$ cat config.mk
export PLATFORM = sky130hd
export DESIGN_NAME = charger_input_power_control
export DESIGN_NICKNAME = d
export VERILOG_FILES = /design/src/pkg/charger_pkg.sv /design/src/logic/charger_input_power_control.sv
export VERILOG_INCLUDE_DIRS = /design/src /design/src/pkg
export SDC_FILE = /design/constraint.sdc
export NUM_CORES = 1
export LEC_CHECK = 0
export BUFFER_PORTS_ARGS = -buffer_cell sky130_fd_sc_hd__buf_2
export CAP_MARGIN = 20
export CORE_MARGIN = 2
export CORE_UTILIZATION = 55
export CTS_CLUSTER_DIAMETER = 200
export DETAILED_ROUTE_END_ITERATION = 8
export PLACE_DENSITY = 0.84
export SLEW_MARGIN = 10
export SYNTH_ARGS = -nofsm -noshare
export SYNTH_HDL_FRONTEND = slang
export SYNTH_SLANG_ARGS = --single-unit
$ cat constraint.sdc
create_clock -name clk -period 18.3 [get_ports clk]
set_input_delay 0.915 -clock clk [delete_from_list [all_inputs] [get_ports clk]]
set_output_delay 0.915 -clock clk [all_outputs]
set_load 0.02 [all_outputs]
$ cat src/pkg/charger_map.svh
// register offsets, field positions, reset values and timing figures
// included by the control logic, its bench and the host bus model
`ifndef CHARGER_MAP_SVH
`define CHARGER_MAP_SVH
`define OFS_CTRL 5'h00
`define OFS_ILIM 5'h04
`define OFS_VLIM 5'h08
`define OFS_TRACK 5'h0C
`define OFS_REV 5'h10
`define OFS_STAT 5'h14
`define B_FORCE_DET 0
`define B_OPT_EN 1
`define B_OPT_FORCE 2
`define B_EXT_PIN 3
`define B_TRACK_EN 4
`define B_VDET 5
`define B_HIZ 6
`define B_MEAS 7
`define B_FWD_SKIP 8
`define B_FWD_AUD 9
`define B_REV_SKIP 10
`define B_REV_AUD 11
`define B_REV_EN 12
`define B_GATES_OFF 13
`define B_GATE1 14
`define B_GATE2 15
`define RST_CTRL 16'h0008
`define RST_ILIM 9'h12C
`define RST_VLIM 8'h24
`define RST_TRACK 7'h00
`define START_UP_LIM 9'h032
`define RATIO_BASE 4'h9
`define OPT_OFF 2'h0
`define OPT_RUN 2'h1
`define OPT_DONE 2'h2
`define OPT_STEP_CYC 16'h0100
`define PEAK_LOW_MA 12'h7D0
`define PEAK_HIGH_MA 12'hCE4
`define CLK_MHZ 250
`define REV_START_NS 5000000
`define SETTLE_UNIT_NS 50000000
`define INTERVAL_UNIT_NS 1000000000
`endif

$ cat src/pkg/charger_pkg.sv
// types shared by the control logic and its bench
// assumes nothing beyond a SystemVerilog compiler
package charger_pkg;
  typedef enum logic [1:0] {OPT_IDLE, OPT_UP, OPT_DOWN, OPT_HOLD} opt_st_t;
  typedef enum logic [1:0] {TR_OFF, TR_SETTLE, TR_RUN} track_st_t;
  typedef struct packed {
    logic bus_ov;
    logic sys_ov;
    logic bat_ov;
    logic rev_ov;
    logic sys_short;
    logic in_ocp;
  } fault_t;
endpackage : charger_pkg

$ cat src/logic/charger_input_power_control.sv
// control logic of a buck-boost charger input power path
// assumes one 250 MHz clock and analog status inputs synchronous to it
//
// Decided for this implementation: the register offsets and register access over Avalon-MM.
`timescale 1ns/10ps
`default_nettype none
`include "charger_map.svh"
module charger_input_power_control #(
  parameter int unsigned REV_START_CYC = `REV_START_NS * `CLK_MHZ / 1000,
  parameter int unsigned SETTLE_CYC = `SETTLE_UNIT_NS / 1000 * `CLK_MHZ,
  parameter int unsigned INTERVAL_CYC = `INTERVAL_UNIT_NS / 1000 * `CLK_MHZ
) (
  input wire logic clk,
  input wire logic rst_n,
  input wire logic [4:0] address,
  input wire logic read,
  input wire logic write,
  input wire logic [31:0] writedata,
  output logic [31:0] readdata,
  output logic waitrequest,
  input wire logic detect_done,
  input wire logic [8:0] detected_limit,
  input wire logic [3:0] detected_source,
  input wire logic dcp_detected,
  input wire logic source_attached,
  input wire logic vdet_done,
  input wire logic vbat_above_minsys,
  input wire logic low_battery_system_status,
  input wire logic bus_present,
  input wire charger_pkg::fault_t faults,
  input wire logic [8:0] current_limit_pin,
  input wire logic input_voltage_regulating,
  input wire logic [7:0] open_circuit_voltage,
  input wire logic light_load,
  input wire logic near_pfm_exit,
  input wire logic bus_below_uvlo,
  input wire logic battery_otg_ok,
  input wire logic thermistor_ok,
  input wire logic input_path1_present,
  input wire logic input_path2_present,
  output logic detect_start,
  output logic switching_enable,
  output logic regulator_enable,
  output logic adc_enable,
  output logic battery_switch_on,
  output logic [8:0] current_limit_out,
  output logic [7:0] voltage_limit_out,
  output logic pfm_active,
  output logic dcm_active,
  output logic audio_floor_on,
  output logic [11:0] peak_current_ma,
  output logic reverse_converter_on,
  output logic [10:0] reverse_voltage_out,
  output logic [6:0] reverse_current_out,
  output logic gate1_drive,
  output logic gate2_drive
);
  function automatic logic hit(input logic [4:0] a, input logic [4:0] o);
    hit = (a == o);
  endfunction : hit

  function automatic logic [7:0] scale(input logic [7:0] v,
                                       input logic [2:0] r);
    logic [11:0] p;
    // widened first: ratio code 7 plus base is 16 and overflows 4 bits
    p = 12'(v) * (12'(r) + 12'(`RATIO_BASE));
    scale = p[11:4];
  endfunction : scale

  logic rs1_q, rs2_q;
  always_ff @(posedge clk or negedge rst_n) begin
    if (!rst_n) begin
      rs1_q <= 1'b0;
      rs2_q <= 1'b0;
    end else begin
      rs1_q <= 1'b1;
      rs2_q <= rs1_q;
    end
  end

  // one wait state: read data is loaded at the first edge
  logic ack_q;
  logic [15:0] ctrl_q, ctrl_d, wd;
  logic [8:0] ilim_q, ilim_d, opt_lim_q, eff_lim_q;
  logic [7:0] vlim_q;
  logic [6:0] track_q;
  logic [10:0] rvolt_q;
  logic [6:0] rcur_q;
  logic [3:0] src_q;
  logic [1:0] opt_stat_q;
  logic done_q, bus_ov_q, rev_on_q, settle;
  logic [31:0] rdata;
  charger_pkg::opt_st_t opt_st_q;
  charger_pkg::track_st_t tr_st_q;
  logic [15:0] step_q;
  logic [31:0] tr_cnt_q, rev_cnt_q;

  assign waitrequest = (read | write) & ~ack_q;
  assign wd = writedata[15:0];
  wire wr = write & ack_q;
  wire wr_ctrl = wr & hit(address, `OFS_CTRL);
  wire wr_ilim = wr & hit(address, `OFS_ILIM);
  wire wr_vlim = wr & hit(address, `OFS_VLIM);
  wire wr_track = wr & hit(address, `OFS_TRACK);
  wire wr_rev = wr & hit(address, `OFS_REV);
  wire rd_stat = read & ack_q & hit(address, `OFS_STAT);

  wire [2:0] ex_q = {ctrl_q[`B_TRACK_EN], ctrl_q[`B_VDET], ctrl_q[`B_OPT_EN]};
  wire [2:0] ex_w = {wd[`B_TRACK_EN], wd[`B_VDET], wd[`B_OPT_EN]};
  wire ex_any = |ex_q;
  wire [2:0] ex_ok = ex_q | {3{~ex_any}};
  wire ex0 = ex_w[0] & ex_ok[0];
  wire ex1 = ex_w[1] & ex_ok[1] & ~ex0;
  wire ex2 = ex_w[2] & ex_ok[2] & ~ex0 & ~ex1;
  wire track_block = low_battery_system_status | ~bus_present;
  wire hiz_fault = faults.sys_short | faults.in_ocp;
  wire ov_any = faults.bus_ov | faults.sys_ov | faults.bat_ov | faults.rev_ov;

  always_comb begin
    ctrl_d = ctrl_q;
    if (wr_ctrl) begin
      ctrl_d = wd;
      ctrl_d[`B_OPT_EN] = ex0;
      ctrl_d[`B_VDET] = ex1;
      ctrl_d[`B_TRACK_EN] = ex2;
      ctrl_d[`B_OPT_FORCE] = wd[`B_OPT_FORCE] & ex0;
      // both gates at once is ignored
      if (wd[`B_GATE1] & wd[`B_GATE2]) begin
        ctrl_d[`B_GATE1] = ctrl_q[`B_GATE1];
        ctrl_d[`B_GATE2] = ctrl_q[`B_GATE2];
      end
    end
    if (detect_done & ~wr_ctrl)
      ctrl_d[`B_FORCE_DET] = 1'b0;
    if (vdet_done & ~wr_ctrl)
      ctrl_d[`B_VDET] = 1'b0;
    // force is consumed by the optimizer start one cycle later
    if (ctrl_q[`B_OPT_FORCE] & ~wr_ctrl)
      ctrl_d[`B_OPT_FORCE] = 1'b0;
    if (track_block)
      ctrl_d[`B_TRACK_EN] = 1'b0;
    // system short or input overcurrent fault forces high impedance, wins over host
    if (hiz_fault)
      ctrl_d[`B_HIZ] = 1'b1;
  end

  assign ilim_d = wr_ilim ? writedata[8:0] :
                  detect_done ? detected_limit : ilim_q;

  wire opt_en = ctrl_q[`B_OPT_EN];
  wire hiz_tog = wr_ctrl & (wd[`B_HIZ] != ctrl_q[`B_HIZ]);
  wire retrig = opt_en & (source_attached | dcp_detected | hiz_tog |
                wr_ilim | wr_vlim | ctrl_q[`B_OPT_FORCE] |
                (faults.bus_ov & ~bus_ov_q));

  // tracking timing and scaled voltage limit
  assign settle = (tr_st_q == charger_pkg::TR_SETTLE);
  wire tr_end = (tr_cnt_q == 32'h0);
  wire [31:0] settle_len = 32'(track_q[1:0] + 3'h1) * SETTLE_CYC;
  wire [31:0] run_len = 32'(track_q[6:5] + 3'h1) * INTERVAL_CYC;

  always_ff @(posedge clk or negedge rs2_q) begin
    if (!rs2_q) begin
      ack_q <= 1'b0;
      readdata <= 32'h0;
      ctrl_q <= `RST_CTRL;
      ilim_q <= `RST_ILIM;
      vlim_q <= `RST_VLIM;
      track_q <= `RST_TRACK;
      rvolt_q <= 11'h0;
      rcur_q <= 7'h0;
      src_q <= 4'h0;
      bus_ov_q <= 1'b0;
      detect_start <= 1'b0;
    end else begin
      ack_q <= (read | write) & ~ack_q;
      readdata <= rdata;
      ctrl_q <= ctrl_d;
      ilim_q <= ilim_d;
      if (detect_done)
        src_q <= detected_source;
      if (wr_vlim)
        vlim_q <= writedata[7:0];
      else if (settle & tr_end)
        vlim_q <= scale(open_circuit_voltage, track_q[4:2]);
      if (wr_track)
        track_q <= writedata[6:0];
      if (wr_rev) begin
        rvolt_q <= writedata[10:0];
        rcur_q <= writedata[22:16];
      end
      bus_ov_q <= faults.bus_ov;
      // start detection on the rising command
      detect_start <= ctrl_d[`B_FORCE_DET] & ~ctrl_q[`B_FORCE_DET];
    end
  end

  always_ff @(posedge clk or negedge rs2_q) begin
    if (!rs2_q) begin
      opt_st_q <= charger_pkg::OPT_IDLE;
      opt_stat_q <= `OPT_OFF;
      opt_lim_q <= `START_UP_LIM;
      step_q <= 16'h0;
      done_q <= 1'b0;
    end else begin
      if (rd_stat)
        done_q <= 1'b0;
      step_q <= (step_q == 16'h0) ? `OPT_STEP_CYC : step_q - 16'h1;
      if (!opt_en) begin
        opt_st_q <= charger_pkg::OPT_IDLE;
        opt_stat_q <= `OPT_OFF;
      end else if (retrig) begin
        opt_stat_q <= `OPT_RUN;
        step_q <= `OPT_STEP_CYC;
        opt_st_q <= vbat_above_minsys ? charger_pkg::OPT_UP :
                    charger_pkg::OPT_DOWN;
        opt_lim_q <= vbat_above_minsys ? `START_UP_LIM : ilim_d;
      end else if (step_q == 16'h0) begin
        case (opt_st_q)
          charger_pkg::OPT_UP:
            if (input_voltage_regulating | opt_lim_q >= ilim_q) begin
              opt_st_q <= charger_pkg::OPT_HOLD;
              opt_stat_q <= `OPT_DONE;
              done_q <= 1'b1;
            end else begin
              opt_lim_q <= opt_lim_q + 9'h1;
            end
          charger_pkg::OPT_DOWN:
            if (!input_voltage_regulating | opt_lim_q == 9'h0) begin
              opt_st_q <= charger_pkg::OPT_HOLD;
              opt_stat_q <= `OPT_DONE;
              done_q <= 1'b1;
            end else begin
              opt_lim_q <= opt_lim_q - 9'h1;
            end
          default: ;
        endcase
      end
    end
  end

  wire opt_run = (opt_st_q != charger_pkg::OPT_IDLE);
  wire [8:0] raw_lim = opt_run ? opt_lim_q : ilim_q;
  wire clamp = ctrl_q[`B_EXT_PIN] & (current_limit_pin < raw_lim);
  always_ff @(posedge clk or negedge rs2_q) begin
    if (!rs2_q)
      eff_lim_q <= `RST_ILIM;
    else
      eff_lim_q <= clamp ? current_limit_pin : raw_lim;
  end
  assign current_limit_out = eff_lim_q;
  assign voltage_limit_out = vlim_q;

  always_ff @(posedge clk or negedge rs2_q) begin
    if (!rs2_q) begin
      tr_st_q <= charger_pkg::TR_OFF;
      tr_cnt_q <= 32'h0;
    end else if (!ctrl_q[`B_TRACK_EN]) begin
      tr_st_q <= charger_pkg::TR_OFF;
      tr_cnt_q <= 32'h0;
    end else begin
      tr_cnt_q <= tr_cnt_q - 32'h1;
      case (tr_st_q)
        charger_pkg::TR_OFF: begin
          tr_st_q <= charger_pkg::TR_SETTLE;
          tr_cnt_q <= settle_len;
        end
        charger_pkg::TR_SETTLE:
          if (tr_end) begin
            tr_st_q <= charger_pkg::TR_RUN;
            tr_cnt_q <= run_len;
          end
        charger_pkg::TR_RUN:
          if (tr_end) begin
            tr_st_q <= charger_pkg::TR_SETTLE;
            tr_cnt_q <= settle_len;
          end
        default: tr_st_q <= charger_pkg::TR_OFF;
      endcase
    end
  end

  wire high_impedance_state = ctrl_q[`B_HIZ];
  wire rev_en = ctrl_q[`B_REV_EN];
  wire gates_off = ctrl_q[`B_GATES_OFF];
  wire g1 = ctrl_q[`B_GATE1] & input_path1_present & ~gates_off;
  wire g2 = ctrl_q[`B_GATE2] & input_path2_present & ~gates_off;
  wire no_paths = gates_off | ~(input_path1_present | input_path2_present);
  wire rev_ok = battery_otg_ok & thermistor_ok & ~faults.bat_ov;
  wire rev_arm = rev_on_q | bus_below_uvlo;
  always_ff @(posedge clk or negedge rs2_q) begin
    if (!rs2_q) begin
      rev_on_q <= 1'b0;
      rev_cnt_q <= 32'h0;
    end else if (!rev_en | high_impedance_state | !rev_ok | !rev_arm) begin
      rev_on_q <= 1'b0;
      rev_cnt_q <= 32'h0;
    end else if (no_paths) begin
      if (rev_cnt_q == REV_START_CYC)
        rev_on_q <= 1'b1;
      else
        rev_cnt_q <= rev_cnt_q + 32'h1;
    end else begin
      // host clears one gate before setting the other
      rev_on_q <= g1 | g2;
    end
  end

  wire skip_dis = rev_on_q ? ctrl_q[`B_REV_SKIP] : ctrl_q[`B_FWD_SKIP];
  wire aud_dis = rev_on_q ? ctrl_q[`B_REV_AUD] : ctrl_q[`B_FWD_AUD];
  wire fwd_go = ~rev_en & bus_present;
  // high impedance and overvoltage stop switching
  wire sw_d = ~high_impedance_state & ~ov_any & ~settle & (rev_on_q | fwd_go);
  wire pfm_d = light_load & ~skip_dis & sw_d;
  wire floor_d = pfm_d & ~aud_dis;
  always_ff @(posedge clk or negedge rs2_q) begin
    if (!rs2_q) begin
      switching_enable <= 1'b0;
      regulator_enable <= 1'b0;
      adc_enable <= 1'b0;
      battery_switch_on <= 1'b0;
      pfm_active <= 1'b0;
      dcm_active <= 1'b0;
      audio_floor_on <= 1'b0;
      peak_current_ma <= `PEAK_HIGH_MA;
      gate1_drive <= 1'b0;
      gate2_drive <= 1'b0;
    end else begin
      switching_enable <= sw_d;
      regulator_enable <= ~high_impedance_state;
      adc_enable <= ~high_impedance_state | ctrl_q[`B_MEAS];
      battery_switch_on <= high_impedance_state;
      pfm_active <= pfm_d;
      dcm_active <= light_load & skip_dis & sw_d;
      audio_floor_on <= floor_d;
      peak_current_ma <= (floor_d & ~near_pfm_exit) ? `PEAK_LOW_MA :
                         `PEAK_HIGH_MA;
      gate1_drive <= g1;
      gate2_drive <= g2;
    end
  end
  assign reverse_converter_on = rev_on_q;
  assign reverse_voltage_out = rvolt_q;
  assign reverse_current_out = rcur_q;

  assign rdata = hit(address, `OFS_CTRL) ? {16'h0, ctrl_q} :
                 hit(address, `OFS_ILIM) ? {23'h0, ilim_q} :
                 hit(address, `OFS_VLIM) ? {24'h0, vlim_q} :
                 hit(address, `OFS_TRACK) ? {25'h0, track_q} :
                 hit(address, `OFS_REV) ? {9'h0, rcur_q, 5'h0, rvolt_q} :
                 hit(address, `OFS_STAT) ? {15'h0, rev_on_q, src_q,
                   done_q, opt_stat_q, eff_lim_q} : 32'h0;
endmodule : charger_input_power_control
`default_nettype wire

# Word-level counts from Yosys, hierarchy flattened
# Cells that the tools add are included.
dict set report word_totals {
  ff_bits 226
  out_inout_bits 91
  elab_cells 246
}
dict set report op_classes {
  muxes 64
  addsub 8
  eq_ne 21
  n_reduce_logical 24
  order_cmp 2
  bitwise_logic 85
  multipliers 3
}
# operator n
set op_table {}
lappend op_table {{$mux W32} 6}
lappend op_table {{$mux W23} 5}
lappend op_table {{$pmux W32 S3} 1}
lappend op_table {{$mux W9} 9}
lappend op_table {{$mux W16} 3}
lappend op_table {{$and A1 B1 Y1} 42}
lappend op_table {{$add A32 B1 Y32 const B} 1}
lappend op_table {{$eq A32 B21 Y1 const B} 1}
lappend op_table {{$logic_not A32 Y1} 1}
lappend op_table {{$sub A32 B1 Y32 const B} 1}
lappend op_table {{$mux W2} 14}
lappend op_table {{$mul A3 B21 Y24 const B} 1}
lappend op_table {{$or A1 B1 Y1} 23}
lappend op_table {{$mul A3 B19 Y22 const B} 1}
lappend op_table {{$not A1 Y1} 19}
lappend op_table {{$pmux W9 S2} 1}
lappend op_table {{$mux W17} 1}
lappend op_table {{$logic_not A16 Y1} 1}
lappend op_table {{$mux W1} 16}
lappend op_table {{$mux W8} 2}
lappend op_table {{$reduce_bool A2 Y1} 8}
lappend op_table {{$sub A16 B1 Y16 const B} 1}
lappend op_table {{$mul A8 B5 Y12} 1}
lappend op_table {{$mux W12} 1}
lappend op_table {{other kinds (32)} 47}

# Longest topological paths before layout
dict set report logic_depth {
  depth_word 11
  depth_mapped 16
  ltp_nobuf 16
}

# Worst setup path after synthesis
# OpenSTA, ideal clock, no wires.
dict set report synth_timing {
  path_kind {in2reg}
  start {input port open_circuit_voltage[1]}
  end {register vlim_q[5], in the netlist voltage_limit_out[5]}
  setup_slack_ns 14.125
  t_required_ns 18.240
  setup_time_ns 0.060
  arrival_time_ns 4.115
  stages 13
  path_cell_list {and2_1 -> fa_1 -> fa_1 -> inv_1 -> fa_1 -> inv_1 -> ha_1 -> nand4_1 -> o2111a_1 -> o21ai_0 -> a211oi_1 -> o311ai_1 -> o21a_1}
}
dict set report synth_via {
  elab_chain_cells 3
}
# element line_no
set synth_lines {}
lappend synth_lines {{start, declared} charger_input_power_control.sv:33} ;# input wire logic [7:0] open_circuit_voltage,
lappend synth_lines {{$mul A8 B5 Y12} charger_input_power_control.sv:66} ;# p = 12'(v) * (12'(r) + 12'(`RATIO_BASE));
lappend synth_lines {{$mux W8} charger_input_power_control.sv:184} ;# else if (settle & tr_end)
lappend synth_lines {{$mux W8} charger_input_power_control.sv:182} ;# if (wr_vlim)
lappend synth_lines {{end signal, assigned} charger_input_power_control.sv:168} ;# vlim_q <= `RST_VLIM;
lappend synth_lines {{end signal, assigned} charger_input_power_control.sv:183} ;# vlim_q <= writedata[7:0];
lappend synth_lines {{end signal, assigned} charger_input_power_control.sv:185} ;# vlim_q <= scale(open_circuit_voltage, track_q[4:2]);
lappend synth_lines {{end, declared} charger_input_power_control.sv:85} ;# logic [7:0] vlim_q;
# Every way passes these cells. The select of a mux whose other input is x is not followed.
# A chain may end at the register's enable or synchronous reset.

# Final worst setup path
dict set report layout_timing {
  start {register track_q[2]}
  end {register vlim_q[5], in the netlist voltage_limit_out[5]}
}
dict set report layout_via {
  elab_chain_cells 4
}
# element line_no
set layout_lines {}
lappend layout_lines {{start, declared} charger_input_power_control.sv:86} ;# logic [6:0] track_q;
lappend layout_lines {{start signal, assigned} charger_input_power_control.sv:169} ;# track_q <= `RST_TRACK;
lappend layout_lines {{start signal, assigned} charger_input_power_control.sv:187} ;# track_q <= writedata[6:0];
lappend layout_lines {{$add A3 B4 Y5} charger_input_power_control.sv:66}
lappend layout_lines {{$mul A8 B5 Y12} charger_input_power_control.sv:66}
lappend layout_lines {{$mux W8} charger_input_power_control.sv:184}
lappend layout_lines {{$mux W8} charger_input_power_control.sv:182}
# Every way passes these cells. The select of a mux whose other input is x is not followed.

==> flow_summary.ini <==
[place]
dpl.hpwl_um = 25400
place_congestion = 0.951
io_buffers = 158

[worst_setup_path]
worstPathMaxFanout = 11
cp.arrival_ps = 5240
crit_path_start_kind = flip-flop
reg2reg_from = track_q[2]
reg2reg_to = voltage_limit_out[5]
rrSetupSlack_ps = 13540
end_kind = flip-flop
path_class = reg2reg
reg2regPathDepth = 15
timing.critical_path.required_ps = 18770

[sta]
skew_ps = 16.7
finalSetupViolations = 0
fin_setup_tns_ps = 0
period_needed_ps = 4760
worstMarginPinSlew_ps = 964
relSlewSlack = 0.356
max_freq_mhz = 210
slew_violations = 0
rsz0062_at_grt = no
layout_worst_path_cycle_share = 0.260
hold_viol = 0

[drt]
drt_iter0_markers = 1015
drt-pass1-iter-count = 5
remaining_drc_errors = 0
wl_um = 35000
route.antenna.remaining_nets = 0
vias_per_cell = 5.98
vias = 10981
routedWlPerCell_um = 19.0

[clock_tree]
ctsHoldBuffers = 0
cts_setup_buffers = 0
cts_tree = yes
clk_latency_ps = 530
post_cts_resized = 0
cts_max_level = 1
cts_root_buf = clkbuf_16
cts_sinks = 207
clk_pin_slew_ps = 60
clockBufferDepth = 3
numCtsBuffers = 23

[yosys]
ys_warn_count = 0
seq_area_frac_synth = 0.405
synthCells = 1363
synthTopCellsByArea = dfrtp_1 (37%), ha_1 (7.3%), xnor2_1 (4.2%)
synth_simple_gate_area_frac = 0.191
synth_cell_types = 78
synth_area_sq_mm = 0.0128
ys_ff_latch = 207
netlist.area_leader.share = 0.374
synth_compound_area_frac = 0.129
synth_xor_area_frac = 0.0601
synth-edff-count = 0
postSynthAreaPerCell_sq_um = 9.41
synthMuxAreaShare = 0.0617
synthAdderAreaFrac = 0.101
synth_area_leader_cell = dfrtp_1
ys.flop_type = dfrtp_1
synthArstFlopShare = 1.00
synth_top_family_by_area = simple AND/OR/NAND/NOR gates

[grt]
overflow = 0
grt_max_degree = 79
track_usage = 0.285
grt_pass1_wl_um = 55800
grt_antenna_before_repair = 1
grt_pass1_vias = 10770

[cells_and_area]
syn2layout_area_growth_pct = 14.5
insertedDiodeCount = 0
fill_cells = 1777
seq_area_sq_mm = 0.00520
fin_util = 0.645
nNetsFinal = 1692
drive_gt1_frac = 0.181
multi_input_area_sq_mm = 0.00703

[flow_run]
cap_violations = 0

[status]
status = completed

[floorplan]
core_area_sq_mm = 0.0228
placementRows = 55
die_x_um = 157
io_pins = 183
die_y_um = 157
start_util = 0.563
die_area_sq_mm = 0.0246

[pwr]
power_density_mw_per_mm2 = 103
ir_drop_mv = 0.0754
finalPower_mw = 1.52
p_leak_nw = 7.02

[min_path]
hp-class = in2async
worst max-delay path by stage:
stage / from / to / slack, ps / depth (start not counted)
3_3_place_gp: track_q[2] / voltage_limit_out[6] / 13700 / 15
4_1_cts: track_q[2] / voltage_limit_out[5] / 13620 / 15
6_report: track_q[2] / voltage_limit_out[5] / 13540 / 15
2_1_floorplan: rs2_q / ack_q / 12130 / 0
3_5_place_dp: track_q[2] / voltage_limit_out[5] / 13650 / 15
5_1_grt: track_q[2] / voltage_limit_out[6] / 13350 / 15
power by group:
| part | total, mW | switching (mW) | leakage (nW) | internal (mW) |
|---|---|---|---|---|
| logic | 0.427 | 0.251 | 3.88 | 0.176 |
| clock network | 0.519 | 0.199 | 0.414 | 0.320 |
| registers | 0.574 | 0.0619 | 2.72 | 0.513 |
registers in the layout, summed over array words and instances, names as in the netlist, 4 cells and up:
signal / count
ilim_q: 9
step_q: 16
voltage_limit_out: 8
tr_cnt_q: 32
track_q: 7
reverse_current_out: 7
src_q: 4
current_limit_out: 9
opt_lim_q: 9
readdata: 23
reverse_voltage_out: 11
rev_cnt_q: 32
ctrl_q: 16
per-stage QoR:
| stage | cells | setup WS, ps | cell area [sq um] | hold slack, ps |
|---|---|---|---|---|
| floorplan | 1378 | 12130 | 12900 | 331 |
| global placement | 1791 | 13700 | 13800 | 339 |
| detailed placement | 1792 | 13650 | 13800 | 341 |
| CTS | 1834 | 13620 | 14700 | 153 |
| global route | 1837 | 13350 | 14700 | 162 |
| finish | 1837 | 13540 | 14700 | 158 |
cells in the mapped netlist, types with 18 or more instances:
cell type    n
mux2_2      33
inv_1       86
and2_1      30
clkbuf_1    41
nor3_1      38
nand2_1    130
nand3_1     31
a21oi_1     63
xnor2_1     62
dfrtp_1    192
ha_1        75
buf_4       20
nand4_1     20
xor2_1      26
o21ai_0     63
mux2i_1     42
nor4_1      24
fa_1        18
nor2_1     134
layout by cell type (no fill, tap or decap), drive strengths merged, types with 12 or more instances in the layout:
cell type / synthesis / routed
fa: 18 / 18
nor2: 134 / 134
dfrtp: 192 / 192
xnor2: 62 / 62
nor3: 39 / 39
a21oi: 64 / 64
xor2: 26 / 26
nor4: 27 / 27
buf: 26 / 171
clkbuf: 41 / 28
nand3: 31 / 31
and2: 30 / 30
nand4: 20 / 20
nand2: 131 / 131
a31oi: 17 / 17
dfstp: 15 / 15
inv: 86 / 87
or3: 12 / 12
ha: 75 / 75
mux2: 33 / 33
mux2i: 42 / 42
o21ai: 64 / 64
nand2b: 15 / 15
conb: 2 / 17
cell type report:
| type | instances | area share |
|---|---|---|
| inverters | 87 | 0.0222 |
| flip-flops and latches | 207 | 0.354 |
| clock buffers | 28 | 0.0432 |
| clock inverters | 14 | 0.0153 |
| repair buffers | 171 | 0.0603 |
| multi-input cells | 1017 | 0.478 |
| well taps | 313 | 0.0266 |
cells by family (layout without fill, tap and decap cells):
family | Yosys count | in the layout
AO/OA/AOI/OAI | 252 | 252
XOR/XNOR | 88 | 88
adder cells (fa/ha/maj) | 93 | 93
buffers and inverters | 154 | 300
flip-flops | 207 | 207
multiplexers | 75 | 75
other | 2 | 17
AND/OR/NAND/NOR | 492 | 492
metal layers:
metal / global-route usage / vias to the layer above / share of wire
li1: - / 5053 / -
met1: 0.376 / 5337 / 0.40
met2: 0.471 / 496 / 0.48
met3: 0.0457 / 93 / 0.080
met4: 0.112 / 2 / 0.039
met5: 0 / - / 0.00037
worst max-delay path, cell delays in order (launching register included):
cell      delay [ps]
dfrtp_1          510
ha_1             260
ha_1             390
and2_1           220
fa_1             460
fa_1             550
inv_1             50
fa_1             520
inv_1             40
ha_1             340
nand4_1          120
o2111a_1         310
o21ai_0          330
a211oi_1         150
o311ai_1         270
o21a_1           170
Power figures use the tool's default switching activity.
